$ cat src/dbg_map.svh
/*
  Register offsets, field positions and reset values of the debug break
  and trace unit. Assumes byte addresses on a 32-bit Avalon-MM slave.
*/
`ifndef DBG_MAP_SVH
`define DBG_MAP_SVH

// ----------------------------------------
// Register byte offsets
// ----------------------------------------
`define OFS_CTRL     6'h00
`define OFS_STATUS   6'h04
`define OFS_MASK     6'h08
`define OFS_CH1ADDR  6'h0C
`define OFS_CH1DATA  6'h10
`define OFS_CH1CFG   6'h14
`define OFS_CH2ADDR  6'h18
`define OFS_CH2CFG   6'h1C
`define OFS_CH3CFG   6'h20
`define OFS_RESUME   6'h24
`define OFS_TRSTAT   6'h28

// ----------------------------------------
// Field positions
// ----------------------------------------
`define CTRL_TRACE_EN 0
`define CTRL_NONRT    1
`define CTRL_STOP     2
`define CTRL_BRK1     3
`define CTRL_BRK2     4
`define CTRL_BRK3     5
`define ST_BRK1       0
`define ST_BRK2       1
`define ST_BRK3       2
`define ST_DROP       3
`define ST_FULL       4
`define ST_W          5
`define CFG_ADDRESS_SPACE_IDENTIFIER_EN   8
`define CFG_ADDR_EN   9
`define CFG_DATA_EN   10
`define CFG_SIZE_LO   11
`define CFG_RW_LO     13
`define CFG_KIND_LO   15
`define CFG_CNT_LO    20
`define CH3_IO_EN     0
`define CH3_TRANSLATION_TABLE_LOAD_INSTRUCTION_EN  1
`define TRS_FULL      16
`define TRS_WRAP      17

// ----------------------------------------
// Reset values and counts
// ----------------------------------------
`define RST_CTRL      32'h0000_0000
`define RST_CFG       32'h0001_8000
`define NIBBLES       3'h7

`endif

$ cat src/dbg_pkg.sv
/*
  Types shared by the debug break and trace unit modules.
  Assumes dbg_map.svh is compiled alongside.
*/
package dbg_pkg;

  typedef enum logic [1:0] {
    TRC_IDLE = 2'b00,
    TRC_SYNC = 2'b01,
    TRC_DATA = 2'b11
  } trc_state_t;

  // Bus kind selector: 3 means any bus
  typedef enum logic [1:0] {
    KIND_LALL  = 2'h0,
    KIND_LDATA = 2'h1,
    KIND_IBUS  = 2'h2,
    KIND_ANY   = 2'h3
  } bus_kind_t;

  typedef enum logic [1:0] {
    RW_ANY   = 2'h0,
    RW_READ  = 2'h1,
    RW_WRITE = 2'h2
  } rw_sel_t;

  function automatic logic dataMatch(input logic [31:0] a,
                                     input logic [31:0] b,
                                     input logic [1:0]  sz);
    unique case (sz)
      2'h0:    dataMatch = (a[7:0] == b[7:0]);
      2'h1:    dataMatch = (a[15:0] == b[15:0]);
      default: dataMatch = (a == b);
    endcase
  endfunction

endpackage

$ cat src/dbg_if.sv
/*
  Carrier between the top of the debug unit and its leaf modules:
  observed bus cycle and trace output hand-off.
*/
`timescale 1ns/1ps
`default_nettype none
interface dbg_if;
  logic        obsValid;
  logic [31:0] obsAddr;
  logic [31:0] obsPc;
  logic [31:0] obsData;
  logic [7:0]  obsAsid;
  logic        obsRead;
  logic [1:0]  obsSize;
  logic [1:0]  obsKind;
  logic        trcStart;
  logic [31:0] trcWord;
  logic        trcBusy;
  modport brk (input obsValid, obsAddr, obsPc, obsData, obsAsid,
               obsRead, obsSize, obsKind);
  modport trc (input trcStart, trcWord, output trcBusy);
  modport ctl (output obsValid, obsAddr, obsPc, obsData, obsAsid,
               obsRead, obsSize, obsKind, trcStart, trcWord,
               input trcBusy);
endinterface
`default_nettype wire

$ cat src/break_channel.sv
/*
  One break condition channel with address, identifier, bus state and,
  where built, data and count conditions.
  Assumes a synchronous observed bus and registered configuration.
*/
`timescale 1ns/1ps
`default_nettype none
`include "dbg_map.svh"
module break_channel import dbg_pkg::*; #(
  parameter bit HAS_DATA  = 1'b1,
  parameter bit HAS_COUNT = 1'b1,
  parameter int CNT_W     = 12
) (
  input  wire logic        mclk,
  input  wire logic        nrst,
  dbg_if.brk               obs,
  input  wire logic        enable,
  input  wire logic [31:0] addrVal,
  input  wire logic [31:0] dataVal,
  input  wire logic [31:0] cfg,
  output logic             hit
);
  if (CNT_W < 1 || CNT_W > 12) begin : g_chk
    $error("CNT_W out of range");
  end

  typedef struct packed {
    logic [CNT_W-1:0] cnt;
    logic             hit;
  } ch_state_t;
  ch_state_t s_r, s_nxt;

  logic             cond;
  logic [CNT_W-1:0] target;
  rw_sel_t          rw;
  bus_kind_t        kind;

  always_comb begin
    rw     = rw_sel_t'(cfg[`CFG_RW_LO +: 2]);
    kind   = bus_kind_t'(cfg[`CFG_KIND_LO +: 2]);
    target = HAS_COUNT ? cfg[`CFG_CNT_LO +: CNT_W] : '0;
    cond = enable && obs.obsValid;
    if (cfg[`CFG_ADDR_EN] && obs.obsAddr != addrVal &&
        obs.obsPc != addrVal) begin
      cond = 1'b0;
    end
    if (HAS_DATA && cfg[`CFG_DATA_EN] &&
        !dataMatch(obs.obsData, dataVal,
                   cfg[`CFG_SIZE_LO +: 2])) begin
      cond = 1'b0;
    end
    if (cfg[`CFG_ADDRESS_SPACE_IDENTIFIER_EN] && obs.obsAsid != cfg[7:0]) begin
      cond = 1'b0;
    end
    if ((rw == RW_READ && !obs.obsRead) ||
        (rw == RW_WRITE && obs.obsRead)) begin
      cond = 1'b0;
    end
    if (kind != KIND_ANY && kind != bus_kind_t'(obs.obsKind)) begin
      cond = 1'b0;
    end
    s_nxt     = s_r;
    s_nxt.hit = 1'b0;
    if (!enable) begin
      s_nxt.cnt = '0;
    end else if (cond) begin
      if (target == '0 || s_r.cnt + 1'b1 == target) begin
        s_nxt.hit = 1'b1;
        s_nxt.cnt = '0;
      end else begin
        s_nxt.cnt = s_r.cnt + 1'b1;
      end
    end
  end

  always_ff @(posedge mclk) begin
    if (!nrst) begin
      s_r <= '0;
    end else begin
      s_r <= s_nxt;
    end
  end

  assign hit = s_r.hit;
endmodule
`default_nettype wire

$ cat src/trace_port.sv
/*
  Trace output serialiser: a sync strobe, then eight nibbles of one
  32-bit branch word, least significant first.
  Assumes the caller starts it only while not busy.
*/
`timescale 1ns/1ps
`default_nettype none
`include "dbg_map.svh"
module trace_port import dbg_pkg::*; (
  input  wire logic       mclk,
  input  wire logic       nrst,
  dbg_if.trc              link,
  output logic [3:0]      tData,
  output logic            tSyncN
);
  typedef struct packed {
    trc_state_t  st;
    logic [31:0] word;
    logic [2:0]  nib;
    logic [3:0]  data;
    logic        syncN;
  } tp_state_t;
  tp_state_t s_r, s_nxt;

  always_comb begin
    s_nxt       = s_r;
    s_nxt.syncN = 1'b1;
    unique case (s_r.st)
      TRC_IDLE: begin
        if (link.trcStart) begin
          s_nxt.word  = link.trcWord;
          s_nxt.syncN = 1'b0;
          s_nxt.nib   = '0;
          s_nxt.st    = TRC_SYNC;
        end
      end
      TRC_SYNC: begin
        s_nxt.data = s_r.word[3:0];
        s_nxt.word = s_r.word >> 4;
        s_nxt.st   = TRC_DATA;
      end
      TRC_DATA: begin
        if (s_r.nib == `NIBBLES) begin
          s_nxt.st = TRC_IDLE;
        end else begin
          s_nxt.data = s_r.word[3:0];
          s_nxt.word = s_r.word >> 4;
          s_nxt.nib  = s_r.nib + 3'h1;
        end
      end
      default: s_nxt.st = TRC_IDLE;
    endcase
  end

  always_ff @(posedge mclk) begin
    if (!nrst) begin
      s_r <= '{st: TRC_IDLE, word: '0, nib: '0, data: '0, syncN: 1'b1};
    end else begin
      s_r <= s_nxt;
    end
  end

  assign link.trcBusy = (s_r.st != TRC_IDLE);
  assign tData        = s_r.data;
  assign tSyncN       = s_r.syncN;
endmodule
`default_nettype wire

$ cat src/debug_break_trace_unit.sv
/*
  Debug break and trace unit top: three break channels, halt control,
  branch trace with selectable overrun and buffer-full policies, and an
  Avalon-MM register slave with a masked interrupt.
  Assumes all inputs synchronous to mclk; the CPU holds a branch while
  cpuStall is high.
*/
// Our own choices: register access over Avalon-MM and the register offsets.
`timescale 1ns/1ps
`default_nettype none
`include "dbg_map.svh"
module debug_break_trace_unit import dbg_pkg::*; #(
  parameter int TRACE_DEPTH = 256
) (
  input  wire logic        mclk,
  input  wire logic        nrst,
  // Avalon-MM slave
  input  wire logic [5:0]  address,
  input  wire logic        read,
  input  wire logic        write,
  input  wire logic [31:0] writedata,
  output logic [31:0]      readdata,
  output logic             waitrequest,
  output logic             irq,
  // Observed CPU bus
  input  wire logic        busValid,
  input  wire logic [31:0] busAddr,
  input  wire logic [31:0] busPc,
  input  wire logic [31:0] busData,
  input  wire logic [7:0]  busAsid,
  input  wire logic        busRead,
  input  wire logic [1:0]  busSize,
  input  wire logic [1:0]  busKind,
  input  wire logic        busIo,
  input  wire logic        execLdtlb,
  // Branch events
  input  wire logic        branchValid,
  input  wire logic [31:0] branchSrc,
  output logic             cpuStall,
  output logic             cpuHalt,
  // Trace pins, shared with a general-purpose port
  input  wire logic [4:0]  gpioOut,
  input  wire logic [4:0]  gpioOe,
  output logic [4:0]       gpioIn,
  input  wire logic [4:0]  pinIn,
  output logic [4:0]       pinOut,
  output logic [4:0]       pinOe
);
  if (TRACE_DEPTH < 1 || TRACE_DEPTH > 65535) begin : g_chk
    $error("TRACE_DEPTH out of range");
  end

  localparam logic [15:0] DEPTH16 = 16'(TRACE_DEPTH);

  // ----------------------------------------
  // State
  // ----------------------------------------
  typedef struct packed {
    logic [31:0]       ctrl;
    logic [`ST_W-1:0]  status;
    logic [`ST_W-1:0]  mask;
    logic [31:0]       ch1Addr;
    logic [31:0]       ch1Data;
    logic [31:0]       ch1Cfg;
    logic [31:0]       ch2Addr;
    logic [31:0]       ch2Cfg;
    logic [1:0]        ch3Cfg;
    logic              halt;
    logic [15:0]       trCnt;
    logic              trFull;
    logic              trWrap;
    logic              ack;
    logic [31:0]       rdata;
  } top_state_t;
  top_state_t s_r, s_nxt;

  dbg_if lnk ();

  logic       hit1;
  logic       hit2;
  logic       hit3;
  logic       trOn;
  logic       take;
  logic       rec;
  logic [3:0] tData;
  logic       tSyncN;
  logic       rdAck;
  logic       wrAck;
  logic [`ST_W-1:0] ev;

  // ----------------------------------------
  // Observed bus into the channels
  // ----------------------------------------
  assign lnk.obsValid = busValid;
  assign lnk.obsAddr  = busAddr;
  assign lnk.obsPc    = busPc;
  assign lnk.obsData  = busData;
  assign lnk.obsAsid  = busAsid;
  assign lnk.obsRead  = busRead;
  assign lnk.obsSize  = busSize;
  assign lnk.obsKind  = busKind;

  // Channel 1 carries every break_channel condition class; peripheral and table-load breaks are channel 3 only
  break_channel #(
    .HAS_DATA  (1'b1),
    .HAS_COUNT (1'b1),
    .CNT_W     (12)
  ) u_ch1 (
    .mclk    (mclk),
    .nrst    (nrst),
    .obs     (lnk.brk),
    .enable  (s_r.ctrl[`CTRL_BRK1]),
    .addrVal (s_r.ch1Addr),
    .dataVal (s_r.ch1Data),
    .cfg     (s_r.ch1Cfg),
    .hit     (hit1)
  );

  // Channel 2 is built without data and count logic at all
  break_channel #(
    .HAS_DATA  (1'b0),
    .HAS_COUNT (1'b0),
    .CNT_W     (1)
  ) u_ch2 (
    .mclk    (mclk),
    .nrst    (nrst),
    .obs     (lnk.brk),
    .enable  (s_r.ctrl[`CTRL_BRK2]),
    .addrVal (s_r.ch2Addr),
    .dataVal ('0),
    .cfg     (s_r.ch2Cfg),
    .hit     (hit2)
  );

  // Channel 3 only sees peripheral accesses and table loads
  always_ff @(posedge mclk) begin
    if (!nrst) begin
      hit3 <= 1'b0;
    end else begin
      hit3 <= s_r.ctrl[`CTRL_BRK3] &&
              ((s_r.ch3Cfg[`CH3_IO_EN] && busValid && busIo) ||
               (s_r.ch3Cfg[`CH3_TRANSLATION_TABLE_LOAD_INSTRUCTION_EN] && execLdtlb));
    end
  end

  // ----------------------------------------
  // Trace output and pin sharing
  // ----------------------------------------
  trace_port u_tp (
    .mclk   (mclk),
    .nrst   (nrst),
    .link   (lnk.trc),
    .tData  (tData),
    .tSyncN (tSyncN)
  );

  assign trOn = s_r.ctrl[`CTRL_TRACE_EN];

  // Pins are given back to the port whenever trace is off
  always_comb begin
    if (trOn) begin
      pinOut = {tSyncN, tData};
      pinOe  = 5'h1F;
    end else begin
      pinOut = gpioOut;
      pinOe  = gpioOe;
    end
  end
  assign gpioIn = pinIn;

  // Overrun policy and full policy come from separate bits
  assign cpuStall = trOn && s_r.ctrl[`CTRL_NONRT] && branchValid &&
                    lnk.trcBusy;
  assign take = trOn && branchValid && !lnk.trcBusy;
  // Stop mode refuses new records once full; the CPU is not stalled
  assign rec  = take && !(s_r.ctrl[`CTRL_STOP] && s_r.trFull);
  assign lnk.trcStart = rec;
  assign lnk.trcWord  = branchSrc;

  // ----------------------------------------
  // Bus slave: one wait cycle, then answer
  // ----------------------------------------
  assign waitrequest = (read || write) && !s_r.ack;
  assign readdata    = s_r.rdata;
  assign rdAck       = read && s_r.ack;
  assign wrAck       = write && s_r.ack;
  assign irq         = |(s_r.status & s_r.mask);
  assign cpuHalt     = s_r.halt;

  always_comb begin
    s_nxt     = s_r;
    s_nxt.ack = (read || write) && !s_r.ack;
    ev        = '0;
    ev[`ST_BRK1] = hit1;
    ev[`ST_BRK2] = hit2;
    ev[`ST_BRK3] = hit3;
    // Realtime mode loses the branch rather than stall
    ev[`ST_DROP] = trOn && !s_r.ctrl[`CTRL_NONRT] && branchValid &&
                   lnk.trcBusy;

    // Trace fill count
    if (rec) begin
      if (s_r.trCnt + 16'h1 == DEPTH16) begin
        s_nxt.trFull = 1'b1;
        ev[`ST_FULL] = 1'b1;
        s_nxt.trCnt  = s_r.ctrl[`CTRL_STOP] ? s_r.trCnt + 16'h1 : '0;
      end else begin
        s_nxt.trCnt = s_r.trCnt + 16'h1;
      end
      if (s_r.trFull && !s_r.ctrl[`CTRL_STOP]) begin
        s_nxt.trWrap = 1'b1;
      end
    end

    // Register writes, acted on at the answer edge
    if (wrAck) begin
      unique case (address)
        `OFS_CTRL:    s_nxt.ctrl    = writedata;
        `OFS_MASK:    s_nxt.mask    = writedata[`ST_W-1:0];
        `OFS_CH1ADDR: s_nxt.ch1Addr = writedata;
        `OFS_CH1DATA: s_nxt.ch1Data = writedata;
        `OFS_CH1CFG:  s_nxt.ch1Cfg  = writedata;
        `OFS_CH2ADDR: s_nxt.ch2Addr = writedata;
        `OFS_CH2CFG:  s_nxt.ch2Cfg  = writedata;
        `OFS_CH3CFG:  s_nxt.ch3Cfg  = writedata[1:0];
        `OFS_RESUME:  begin
          if (writedata[0]) begin
            s_nxt.halt = 1'b0;
          end
        end
        `OFS_TRSTAT:  begin
          // A fill event in the clearing cycle keeps the full flag
          s_nxt.trCnt  = '0;
          s_nxt.trFull = ev[`ST_FULL];
          s_nxt.trWrap = 1'b0;
        end
        default:      ;
      endcase
    end

    // Read data is latched on the wait cycle
    if (read && !s_r.ack) begin
      unique case (address)
        `OFS_CTRL:    s_nxt.rdata = s_r.ctrl;
        `OFS_STATUS:  s_nxt.rdata = 32'(s_r.status);
        `OFS_MASK:    s_nxt.rdata = 32'(s_r.mask);
        `OFS_CH1ADDR: s_nxt.rdata = s_r.ch1Addr;
        `OFS_CH1DATA: s_nxt.rdata = s_r.ch1Data;
        `OFS_CH1CFG:  s_nxt.rdata = s_r.ch1Cfg;
        `OFS_CH2ADDR: s_nxt.rdata = s_r.ch2Addr;
        `OFS_CH2CFG:  s_nxt.rdata = s_r.ch2Cfg;
        `OFS_CH3CFG:  s_nxt.rdata = 32'(s_r.ch3Cfg);
        `OFS_RESUME:  s_nxt.rdata = 32'(s_r.halt);
        `OFS_TRSTAT:  s_nxt.rdata = {14'h0, s_r.trWrap, s_r.trFull,
                                     s_r.trCnt};
        default:      s_nxt.rdata = '0;
      endcase
    end

    // Status clears on read; a same-cycle event still sets its bit
    if (rdAck && address == `OFS_STATUS) begin
      s_nxt.status = '0;
    end
    s_nxt.status = s_nxt.status | ev;

    // Any break hands control to the debug handler
    if (hit1 || hit2 || hit3) begin
      s_nxt.halt = 1'b1;
    end
  end

  always_ff @(posedge mclk) begin
    if (!nrst) begin
      s_r        <= '0;
      s_r.ctrl   <= `RST_CTRL;
      s_r.ch1Cfg <= `RST_CFG;
      s_r.ch2Cfg <= `RST_CFG;
    end else begin
      s_r <= s_nxt;
    end
  end
endmodule
`default_nettype wire

$ cat config.mk
export PLATFORM = sky130hd
export DESIGN_NAME = debug_break_trace_unit
export DESIGN_NICKNAME = d
export VERILOG_FILES = /design/src/dbg_pkg.sv /design/src/dbg_if.sv /design/src/break_channel.sv /design/src/trace_port.sv /design/src/debug_break_trace_unit.sv
export VERILOG_INCLUDE_DIRS = /design/src
export SDC_FILE = /design/constraint.sdc
export NUM_CORES = 1
export LEC_CHECK = 0
export ABC_AREA = 0
export CAP_MARGIN = 10
export CORE_ASPECT_RATIO = 1.2
export CORE_MARGIN = 4
export CORE_UTILIZATION = 40
export DETAILED_ROUTE_END_ITERATION = 6
export DONT_BUFFER_PORTS = 1
export PLACE_DENSITY_LB_ADDON = 0.1
export SLEW_MARGIN = 20
export SYNTH_ARGS = -nofsm -noshare
export SYNTH_HDL_FRONTEND = slang
export SYNTH_HIERARCHICAL = 1
export SYNTH_SLANG_ARGS = --single-unit
export TNS_END_PERCENT = 20
$ cat constraint.sdc
create_clock -name mclk -period 3.3 [get_ports mclk]
set_clock_uncertainty 0.1 [all_clocks]
set_input_delay 0.66 -clock mclk [delete_from_list [all_inputs] [get_ports mclk]]
set_output_delay 0.66 -clock mclk [all_outputs]
set_load 0.01 [all_outputs]
### After elaboration in Yosys (flattened, before gate mapping)

Index checks and enable logic that the tools add are counted.

* flip-flop bits (word level): 313

* add/sub/neg operators: 3
* equality and inequality tests: 36
* muxes and demuxes: 37
* bitwise operators: 2
* reductions and logical operators: 78

Operators by type and width (number)
* $pmux 32 s11: 1
* $ne 32x32->1: 4
* $pmux 32 s3: 1
* $mux 39: 1
* $mux 37: 1
* $mux 18: 2
* $logic_and 1x1->1: 35
* $eq 32x32->1: 1
* $mux 16: 2
* $reduce_and 2->1: 13
* $eq 6x5->1 const B: 4
* $mux 1: 19
* $mux 19: 1
* $eq 6x6->1 const B: 3
* $add 16x1->16 const B: 1
* $eq 16x16->1: 1
* $eq 16x9->1 const B: 1
* $ne 8x8->1: 2
* $mux 5: 3
* $add 12x1->12 const B: 1
* $eq 12x12->1: 1
* $eq 6x4->1 const B: 2
* $logic_not 12->1: 1
* $mux 12: 1
* 24 further kinds: 54

### Depth between registers and ports, before layout

Gate-level depths: netlist of run 1.

* depth in word-level cells: 9
* mapped depth: 11

### By module

Netlist of run 1, hierarchy kept.

By module, submodules not included
* debug_break_trace_unit: times used 1, cells an instance 1395, area an instance 10913.0 um^2, seq. area each 5144.9 um^2
* break_channel (u_ch1): times used 1, cells an instance 289, area an instance 2287.2 um^2, seq. area each 260.2 um^2
* trace_port: times used 1, cells an instance 184, area an instance 1940.6 um^2, seq. area each 840.8 um^2
* break_channel (u_ch2): times used 1, cells an instance 109, area an instance 869.6 um^2, seq. area each 20.0 um^2

### Worst setup path before layout of run 1

No wires, ideal clock.

* path kind: input-to-reg
* start point: input busAddr[18]
* end point: register u_ch1/s_r[1] (netlist bit)
* library setup time: 0.121 ns
* arrival time: 2.250 ns
* path slack: 0.829 ns
* stages on the path: 8
* path buffers: 1
* cells stage by stage: xnor2_1 nand4_1 nor4_1 nand2_1 a311oi_1 clkbuf_1 nor2_1 mux2_2

* longest elaborated chain between the ends: 8

Ends and longest elaborated chain
* from (decl): RTL line debug_break_trace_unit.sv:27 `input wire logic [31:0] busAddr,`
* $ne 32x32->1: RTL line break_channel.sv:43 `` if (cfg[`CFG_ADDR_EN] && obs.obsAddr != addrVal && ``
* $logic_and 1x1->1 (2 in a row): RTL line break_channel.sv:43
* $mux 1: RTL line break_channel.sv:43
* $mux 1: RTL line break_channel.sv:47 `` if (HAS_DATA && cfg[`CFG_DATA_EN] && ``
* $mux 1: RTL line break_channel.sv:52 `` if (cfg[`CFG_ADDRESS_SPACE_IDENTIFIER_EN] && obs.obsAsid != cfg[7:0]) begin ``
* $mux 1: RTL line break_channel.sv:55 `if ((rw == RW_READ && !obs.obsRead) ||`
* $mux 1: RTL line break_channel.sv:59 `if (kind != KIND_ANY && kind != bus_kind_t'(obs.obsKind)) begin`
* to (signal assigned): RTL line break_channel.sv:80 `s_r <= s_nxt;`
* to (decl): RTL line break_channel.sv:31 `ch_state_t s_r, s_nxt;`

No other way between the ends.
A chain may end at the register's enable or synchronous reset.

==> results.cfg, run 1 <==
[floorplanning]
rows = 80
fp.dieH_um = 227.1
core_area_mm2 = 0.03964
die-width_um = 190.6
start_util = 0.4038
die_area_mm2 = 0.04329
io_pins = 253

[clock_tree]
root_buffer = clkbuf_16
htreeDepth = 2
numCtsBuffers = 37
cts_hold_buf = 0
cts-resized-gates = 0
cts.clk_slew.worst_paths_ns = 0.06
cts_tree = built
cts_buffer_depth = 3
cts_setup_buffers = 0
clk_latency_ns = 0.55
clock_sinks = 313

[cells_and_area]
multi_input_area_mm2 = 0.008833
final_nets = 2095
nFillCells = 4045
drive_above_1_share = 0.08090
seq_area_mm2 = 0.006267
diodes = 0
syn2layout_area_growth_pct = 9.599

[hold_path]
hold_path.class = primary input to flip-flop

[route]
initialDrtViolationCount = 1213
drc_errors = 1
vias_per_cell = 5.858
via_count = 14346
dr.pass1.iters = 7
totalWireLength_um = 61530
drtAntennaViolNets = 0
drt-wirelength-per-cell_um = 25.13

[timing]
post-route-period-util = 0.9070
fmax_mhz = 334.1
drv_slew = 0
slew_headroom = 0.5724
setup_viol_count_final = 0
rsz0062_at_grt = no
hold_viol = 0
worst_pin_slew_ns = 0.6356
finalCriticalPeriod_ns = 2.993
fin_tns_setup_ns = 0

[critical_path]
crit_arrival_ns = 3.38
worstPathCellList = xnor2_1 -> nand4_1 -> nor4_1 -> buf_4 -> o2111ai_1 -> a311oi_1 -> buf_4 -> nor4b_2 -> buf_4 -> mux2_2
cp-start-kind = flip-flop
crit_type = flip-flop to flip-flop
worst-path-max-fanout = 12
critical_path_required_ns = 3.69
slowest_delay_ns = 0.54
cp_top_family = simple AND/OR/NAND/NOR gates
end_kind = flip-flop
critPathMostFrequentCell = buf_4
slowest_stage = a311oi_1
cp.buffers_inverters = 3

[pwr]
pwr_density_cell_mw_per_mm2 = 481.9
power_uw = 8454
peakVddDrop_mv = 0.3811
power.leakage_uw = 0.005558

[global_routing]
grt.overflow.total = 0
grt_pass1_vias = 13580
grt_pass1_wl_um = 88890
grt_max_degree = 84
antenna_found_initial = 0
grt_usage = 0.2696

[place]
gp_congestion = 0.9676
hpwl_um = 44040
io_buffer_count = 0

[synthesis]
syn-num-nets = 2183
yosys_warnings = 6
synth_cells = 1976
netlist_area_mm2 = 0.01601
syn_avg_cell_area_um2 = 8.101

[outcome]
violations = design-rule violations
outcome = finished with violations

[flow_run]
maxCapViolCount = 0
state kept, by name, indices dropped and copies added, names as in the netlist, 4 cells and up:
register    flops
readdata       32
s_r           223
u_ch1/s_r      12
u_tp/s_r       37
u_tp/tData      4
final cells by class:
type	instances	area share
Multi-Input combinational cell	1477	0.5035
Sequential cell	313	0.3572
Clock inverter	15	0.01063
Inverter	11	0.002639
Clock buffer	52	0.06241
Tap cell	533	0.03801
Timing Repair Buffer	48	0.02553
worst reg2reg max path, stage by stage, from the launching register on:
cell and delay, ns:
dfxtp_1 0.33, xnor2_1 0.32, nand4_1 0.22, nor4_1 0.28, buf_4 0.19, o2111ai_1 0.11
a311oi_1 0.54, buf_4 0.26, nor4b_2 0.19, buf_4 0.24, mux2_2 0.17
stage by stage:
stage / std cells / utilization / cell area [um^2] / setup slack, ns / hold WS [ns]
finish: 2449 / 0.4426 / 17540 / 0.3069 / 0.1245
global route: 2449 / 0.4426 / 17540 / 0.08218 / 0.1052
CTS: 2449 / 0.4426 / 17540 / 0.3151 / 0.09814
detailed placement: 2382 / 0.4103 / 16260 / 0.03772 / 0.3463
global placement: 2382 / 0.4103 / 16260 / 0.04177 / 0.3412
floorplan: 1976 / - / 16010 / 0.8291 / 0.3226
power by group:
part	switching, uW	internal (uW)	leakage (uW)	total [uW]
registers	6.39	3780	0.00252	3790
logic	187	124	0.00241	311
clock network	1720	2630	0.000627	4350
total	1910	6540	0.00556	8450
placed cells by master (no fill, tap or decap), types with 6 or more instances in the layout:
cell	instances
nand4_1	52
clkinv_2	7
or2_2	9
o211a_1	30
a222oi_1	21
nor2b_1	11
a21oi_1	246
xnor2_1	191
a31oi_1	30
buf_12	7
o21ai_0	39
clkbuf_1	6
inv_1	9
dfxtp_1	312
nand2b_1	8
nor2_1	88
mux2i_1	43
buf_4	41
o22ai_1	10
and3_1	6
xor2_1	13
mux2_2	8
nor4_1	19
a22oi_1	76
clkbuf_8	7
a22o_1	15
clkbuf_16	39
and2_1	7
nor3_1	12
nand3_1	23
nand2_1	441
worst paths after layout:
| kind | from | end | slack (ns) | cells past startpoint |
|---|---|---|---|---|
| hold reg to reg | s_r[233] | s_r[233] | 0.35 | 2 |
| hold / removal | nrst | s_r[69] | 0.12 | 1 |
| setup reg to reg | s_r[179] | u_ch1/s_r[1] | 0.31 | 10 |
| setup / recovery | s_r[179] | u_ch1/s_r[1] | 0.31 | 10 |
routing by layer:
metal	vias up	track usage	share of wire
li1	6723	-	-
met1	6965	0.3344	0.40
met2	566	0.4624	0.48
met3	92	0.07623	0.092
met4	0	0.07277	0.028
met5	-	0	0
Power figures use the tool's default switching activity.
==> run 2, diff against run 1 <==
Settings changed: SYNTH_HIERARCHICAL 1 to not set.
==> run 2 against run 1 <==
The run now ends clean. Synthesized area rose by 1.9%. Die area is 1.8% higher. First-iteration DRC count fell by 12%. Sequential share of layout area fell by 0.48 points. Non-clock buffer count rose by 7. Power is 5.3% lower. Clock power is 9.4% lower. Cell area grew 1.4%. Critical path depth down 2.
==> results.cfg, run 2 <==
[route]
via_count = 13908
vias_per_cell = 5.721
dr.pass1.iters = 7
drtAntennaViolNets = 0
totalWireLength_um = 59800
initialDrtViolationCount = 1066
drt-wirelength-per-cell_um = 24.60
drc_errors = 0

[pwr]
pwr_density_cell_mw_per_mm2 = 450.4
p_comb_frac = 0.035
swShare = 0.2195
p_seq_frac = 0.473
clkPwrFrac = 0.492
internal_power_uw = 6251
power_switching_uw = 1758
peakVddDrop_mv = 0.3236
power.leakage_uw = 0.005632

[cells_and_area]
syn2layout_area_growth_pct = 9.055
multi_input_area_mm2 = 0.009201
nFillCells = 4013
final_common_cell = nand2_1
diodes = 0
final_nets = 2082
seq_area_mm2 = 0.006267
largest_register_ffs = 223
most-common-layout-cells = 474 x nand2_1, 312 x dfxtp_1, 201 x a21boi_0
drive_above_1_share = 0.07271
regMostFlops = s_r

[global_routing]
grt.overflow.total = 0
met1_usage = 0.3159
met3_usage = 0.06808
grt_usage = 0.2619
grt_max_degree = 286
grt_pass1_vias = 13739
antenna_found_initial = 1
busiest_layer = met2
use_met2 = 0.4498
grt_pass1_wl_um = 88290

[place]
hpwl_um = 42730
io_buffer_count = 0
place_ws_ns = 0.2365
gp_congestion = 0.9599

[critical_path]
critical_path_required_ns = 3.63
crit_type = flip-flop to flip-flop
end_kind = flip-flop
worst-path-max-fanout = 9
crit_arrival_ns = 3.32
cp-start-kind = flip-flop

[timing]
fin_tns_setup_ns = 0
rsz0062_at_grt = no
drv_slew = 0
setup_viol_count_final = 0
post-route-period-util = 0.9051
hold_viol = 0
worst_pin_slew_ns = 1.152
layout_setup_ws_ns = 0.3130
slew_headroom = 0.2318
fmax_mhz = 334.8
finalCriticalPeriod_ns = 2.987

[floorplanning]
die-width_um = 192.3
fp.dieH_um = 229.2
io_pins = 253
core_area_mm2 = 0.04004
die_area_mm2 = 0.04407
start_util = 0.4072
rows = 80

[synthesis]
yosysMostFrequentCell = nand2_1
synth_top_flop_cell = dfxtp_1
netlist_area_mm2 = 0.01630
syn_avg_cell_area_um2 = 8.331
yosys_warnings = 0
synth.top_cell.area_share = 0.3843
synth_edf_count = 0
ys_types = 72
syn-num-nets = 2164
ys_ff_latch = 313
ys_top_cells_by_area = dfxtp_1 38%, nand2_1 11%, xnor2_1 9.8%
yosysTopAreaCell = dfxtp_1
yosysSeqAreaShare = 0.3843
synth_cells = 1957
async_reset_ff_frac = 0
ys_top_cells_by_count = 475 x nand2_1, 313 x dfxtp_1, 201 x a21boi_0

[clock_tree]
clock_sinks = 313
cts.clk_slew.worst_paths_ns = 0.06
clk_latency_ns = 0.54
htreeDepth = 2
root_buffer = clkbuf_16
cts-resized-gates = 0
cts_hold_buf = 0
cts_buffer_depth = 3
cts_tree = built
numCtsBuffers = 36
cts_setup_buffers = 0

[outcome]
outcome = completed

[flow_run]
maxCapViolCount = 0

[hold_path]
hold_path.class = primary input to flip-flop
[run 2: final timing paths]
check	start	end	slack, ns	cells past startpoint
worst max-delay path	u_ch1.s_r[2]	u_ch1.s_r[12]	0.31	8
worst min register to register	s_r[232]	s_r[232]	0.36	2
worst max register to register	u_ch1.s_r[2]	u_ch1.s_r[12]	0.31	8
worst min-delay path	writedata[15]	s_r[133]	0.15	2
[run 2: logic make-up after synthesis]
kind of cell | share of synthesized area
buf+inv | 0.05310
xor+xnor | 0.1096
simple gates | 0.2014
fa+ha+maj | 0.003837
compound gates | 0.2215
mux | 0.02625
flops | 0.3843
[run 2: power groups by stage]
stage / Clock [uW] / Sequential (uW) / Combinational (uW)
after floorplan: 0 / 3870 / 251
final: 3940 / 3790 / 280
after global routing: 4170 / 3790 / 292
after CTS: 4020 / 3790 / 276
after global placement: 0 / 3870 / 275
after detailed placement: 0 / 3870 / 274
[run 2: worst max-delay path, stage by stage, from the launching register on]
cell and delay, ns:
dfxtp_1 0.39, ha_1 0.39, nand3_4 0.16, or3_4 0.43
a2111oi_4 0.37, o2111ai_2 0.20, o211ai_2 0.42, nor3_1 0.08
a311o_1 0.32
[run 2: through the flow]
step / hold slack, ns / util / total power, uW / cell area (um^2) / instances
after CTS: 0.1248 / 0.4441 / 8084 / 17780 / 2431
final: 0.1480 / 0.4441 / 8009 / 17780 / 2431
after detailed placement: 0.3513 / 0.4155 / 4148 / 16640 / 2370
after global placement: 0.3410 / 0.4155 / 4148 / 16640 / 2370
after global routing: 0.1365 / 0.4441 / 8247 / 17780 / 2431
after floorplan: 0.3225 / - / 4122 / 16300 / 1957
[run 2: layer usage]
metal	routed length, um	vias to the layer above
li1	-	6635
met1	23840	6710
met2	29190	457
met3	4682	106
met4	2087	0
met5	0	-
[run 2: layout make-up]
cell class                      instances  share of cell area
Multi-Input combinational cell       1459              0.5175
Timing Repair Buffer                   55             0.02604
Sequential cell                       313              0.3525
Tap cell                              533             0.03751
Inverter                               10            0.002111
Clock inverter                          6            0.004081
Clock buffer                           55             0.06031
==> run 3, diff against run 2 <==
Settings changed: CELL_PAD_IN_SITES_DETAIL_PLACEMENT set to 2, CELL_PAD_IN_SITES_GLOBAL_PLACEMENT set to 2, CORE_UTILIZATION 40 to 34.
==> run 3 against run 2 <==
Combinational power is 4% higher. Maximum frequency down 1.0%. Clock power up 4%. Worst hold slack got worse by 0.017 ns. Register-to-register slack got worse by 0.03 ns. Highest routed layer unchanged. Largest power group unchanged. Non-clock buffer count increased by 1. Final cell count grew 3.8%. Critical path type unchanged. Utilization fell by 6.4 points. Critical path depth grew 1. Cell area up 1.1%. Clock-buffer cell count rose by 5. Sequential share of layout area is 0.38 points lower. Largest cell class unchanged.
==> results.cfg, run 3 (same netlist as run 2, synthesis figures left out) <==
[cells_and_area]
final_nets = 2085
final_common_cell = nand2_1
fin_util = 0.3805
syn2layout_area_growth_pct = 10.24
nFillCells = 5327
multi_input_area_mm2 = 0.009210
most-common-layout-cells = 475 x nand2_1, 312 x dfxtp_1, 201 x a21boi_0
seq_area_mm2 = 0.006267
regMostFlops = s_r
diodes = 0
drive_above_1_share = 0.07207
final_area_mm2 = 0.01797
largest_register_ffs = 223

[critical_path]
worst-path-max-fanout = 8
critPathLaunch = u_ch1.s_r[2]
crit_arrival_ns = 3.35
slowest_stage = or3_4
critical_path_required_ns = 3.64
worstPathCellList = ha_1 -> nand3_4 -> or3_4 -> a2111oi_4 -> o2111ai_2 -> o211ai_2 -> buf_4 -> nor2_1 -> a221o_1
cp.buffers_inverters = 1
slowest_delay_ns = 0.44
end_kind = flip-flop
timing.rr.start = u_ch1.s_r[2]
cp-start-kind = flip-flop
cp_top_family = compound AO/OA/AOI/OAI gates
crit_type = flip-flop to flip-flop

[timing]
slew_headroom = 0.3759
drv_slew = 0
layout_setup_ws_ns = 0.2828
hold_viol = 0
post-route-period-util = 0.9143
setup_viol_count_final = 0
rsz0062_at_grt = no
fmax_mhz = 331.4
worst_pin_slew_ns = 0.9362
finalCriticalPeriod_ns = 3.017
fin_tns_setup_ns = 0

[route]
drc_errors = 0
vias_per_cell = 5.738
initialDrtViolationCount = 853
dr.pass1.iters = 7
totalWireLength_um = 70570
drt-wirelength-per-cell_um = 27.96
drtAntennaViolNets = 0
via_count = 14483

[clock_tree]
htreeDepth = 2
cts_buffer_depth = 3
clk_latency_ns = 0.57
cts_tree = built
cts.clk_slew.worst_paths_ns = 0.06
numCtsBuffers = 38
root_buffer = clkbuf_16
clock_sinks = 313

[global_routing]
grt.overflow.total = 0
grt_pass1_wl_um = 103500
antenna_found_initial = 0
grt_usage = 0.2653
grt_max_degree = 286
grt_pass1_vias = 15815

[floorplanning]
die-width_um = 207.9
io_pins = 253
die_area_mm2 = 0.05154
rows = 87
fp.dieH_um = 247.9
core_area_mm2 = 0.04724
start_util = 0.3451

[place]
gp_congestion = 0.8856
place_ws_ns = -0.1396
io_buffer_count = 0
hpwl_um = 50930
placed_area_mm2 = 0.01680

[pwr]
peakVddDrop_mv = 0.2783
power.leakage_uw = 0.005658
pwr_density_cell_mw_per_mm2 = 455.0

[hold_path]
hold_path.class = primary input to flip-flop
hold_path_startpoint = writedata[15]

[flow_run]
maxCapViolCount = 0

[outcome]
outcome = completed
run 3: cell count changes in the layout (fill, tap and decap cells not counted), sizes merged:
cell | previous run | this run
bufinv | 1 | 0
clkinvlp | 1 | 0
inv | 11 | 10
buf | 55 | 56
clkbuf | 55 | 60
run 3: area by class of cell:
| class | count | area share |
|---|---|---|
| well taps | 623 | 0.04337 |
| flip-flops and latches | 313 | 0.3487 |
| clock inverters | 3 | 0.0008353 |
| multi-input cells | 1459 | 0.5124 |
| inverters | 10 | 0.002088 |
| clock buffers | 60 | 0.06439 |
| repair buffers | 56 | 0.02826 |
run 3: routing by layer:
metal | track usage | vias up | part of all wire
met4 | 0.09778 | 0 | 0.039
met2 | 0.4836 | 335 | 0.51
met1 | 0.3085 | 7397 | 0.40
met3 | 0.05373 | 107 | 0.053
li1 | - | 6644 | -
met5 | 0 | - | 0
run 3: worst paths after layout:
kind	to	cells past startpoint	slack (ns)
max reg2reg	u_ch1.s_r[8]	9	0.28
min	s_r[133]	2	0.13
min reg2reg	s_r[233]	2	0.36
max	u_ch1.s_r[8]	9	0.28
run 3: power by group:
part / switching [uW] / internal [uW]
clock: 1710 / 2390
sequential: 6.18 / 3780
combinational: 139 / 152
total: 1850 / 6320
run 3: per-stage QoR:
| step | cells | hold WS [ns] | total power, uW |
|---|---|---|---|
| after global routing | 2524 | 0.1215 | 8440 |
| after global placement | 2461 | 0.3403 | 4158 |
| after detailed placement | 2461 | 0.3550 | 4161 |
| final | 2524 | 0.1306 | 8178 |
| after CTS | 2524 | 0.09769 | 8302 |
| after floorplan | 1957 | 0.3225 | 4122 |
run 3: what timing repair did:
item	CTS	global route
buffers inserted	0	0
setup endpoints to repair	0	3
resized for setup	0	1
hold buffers	0	0
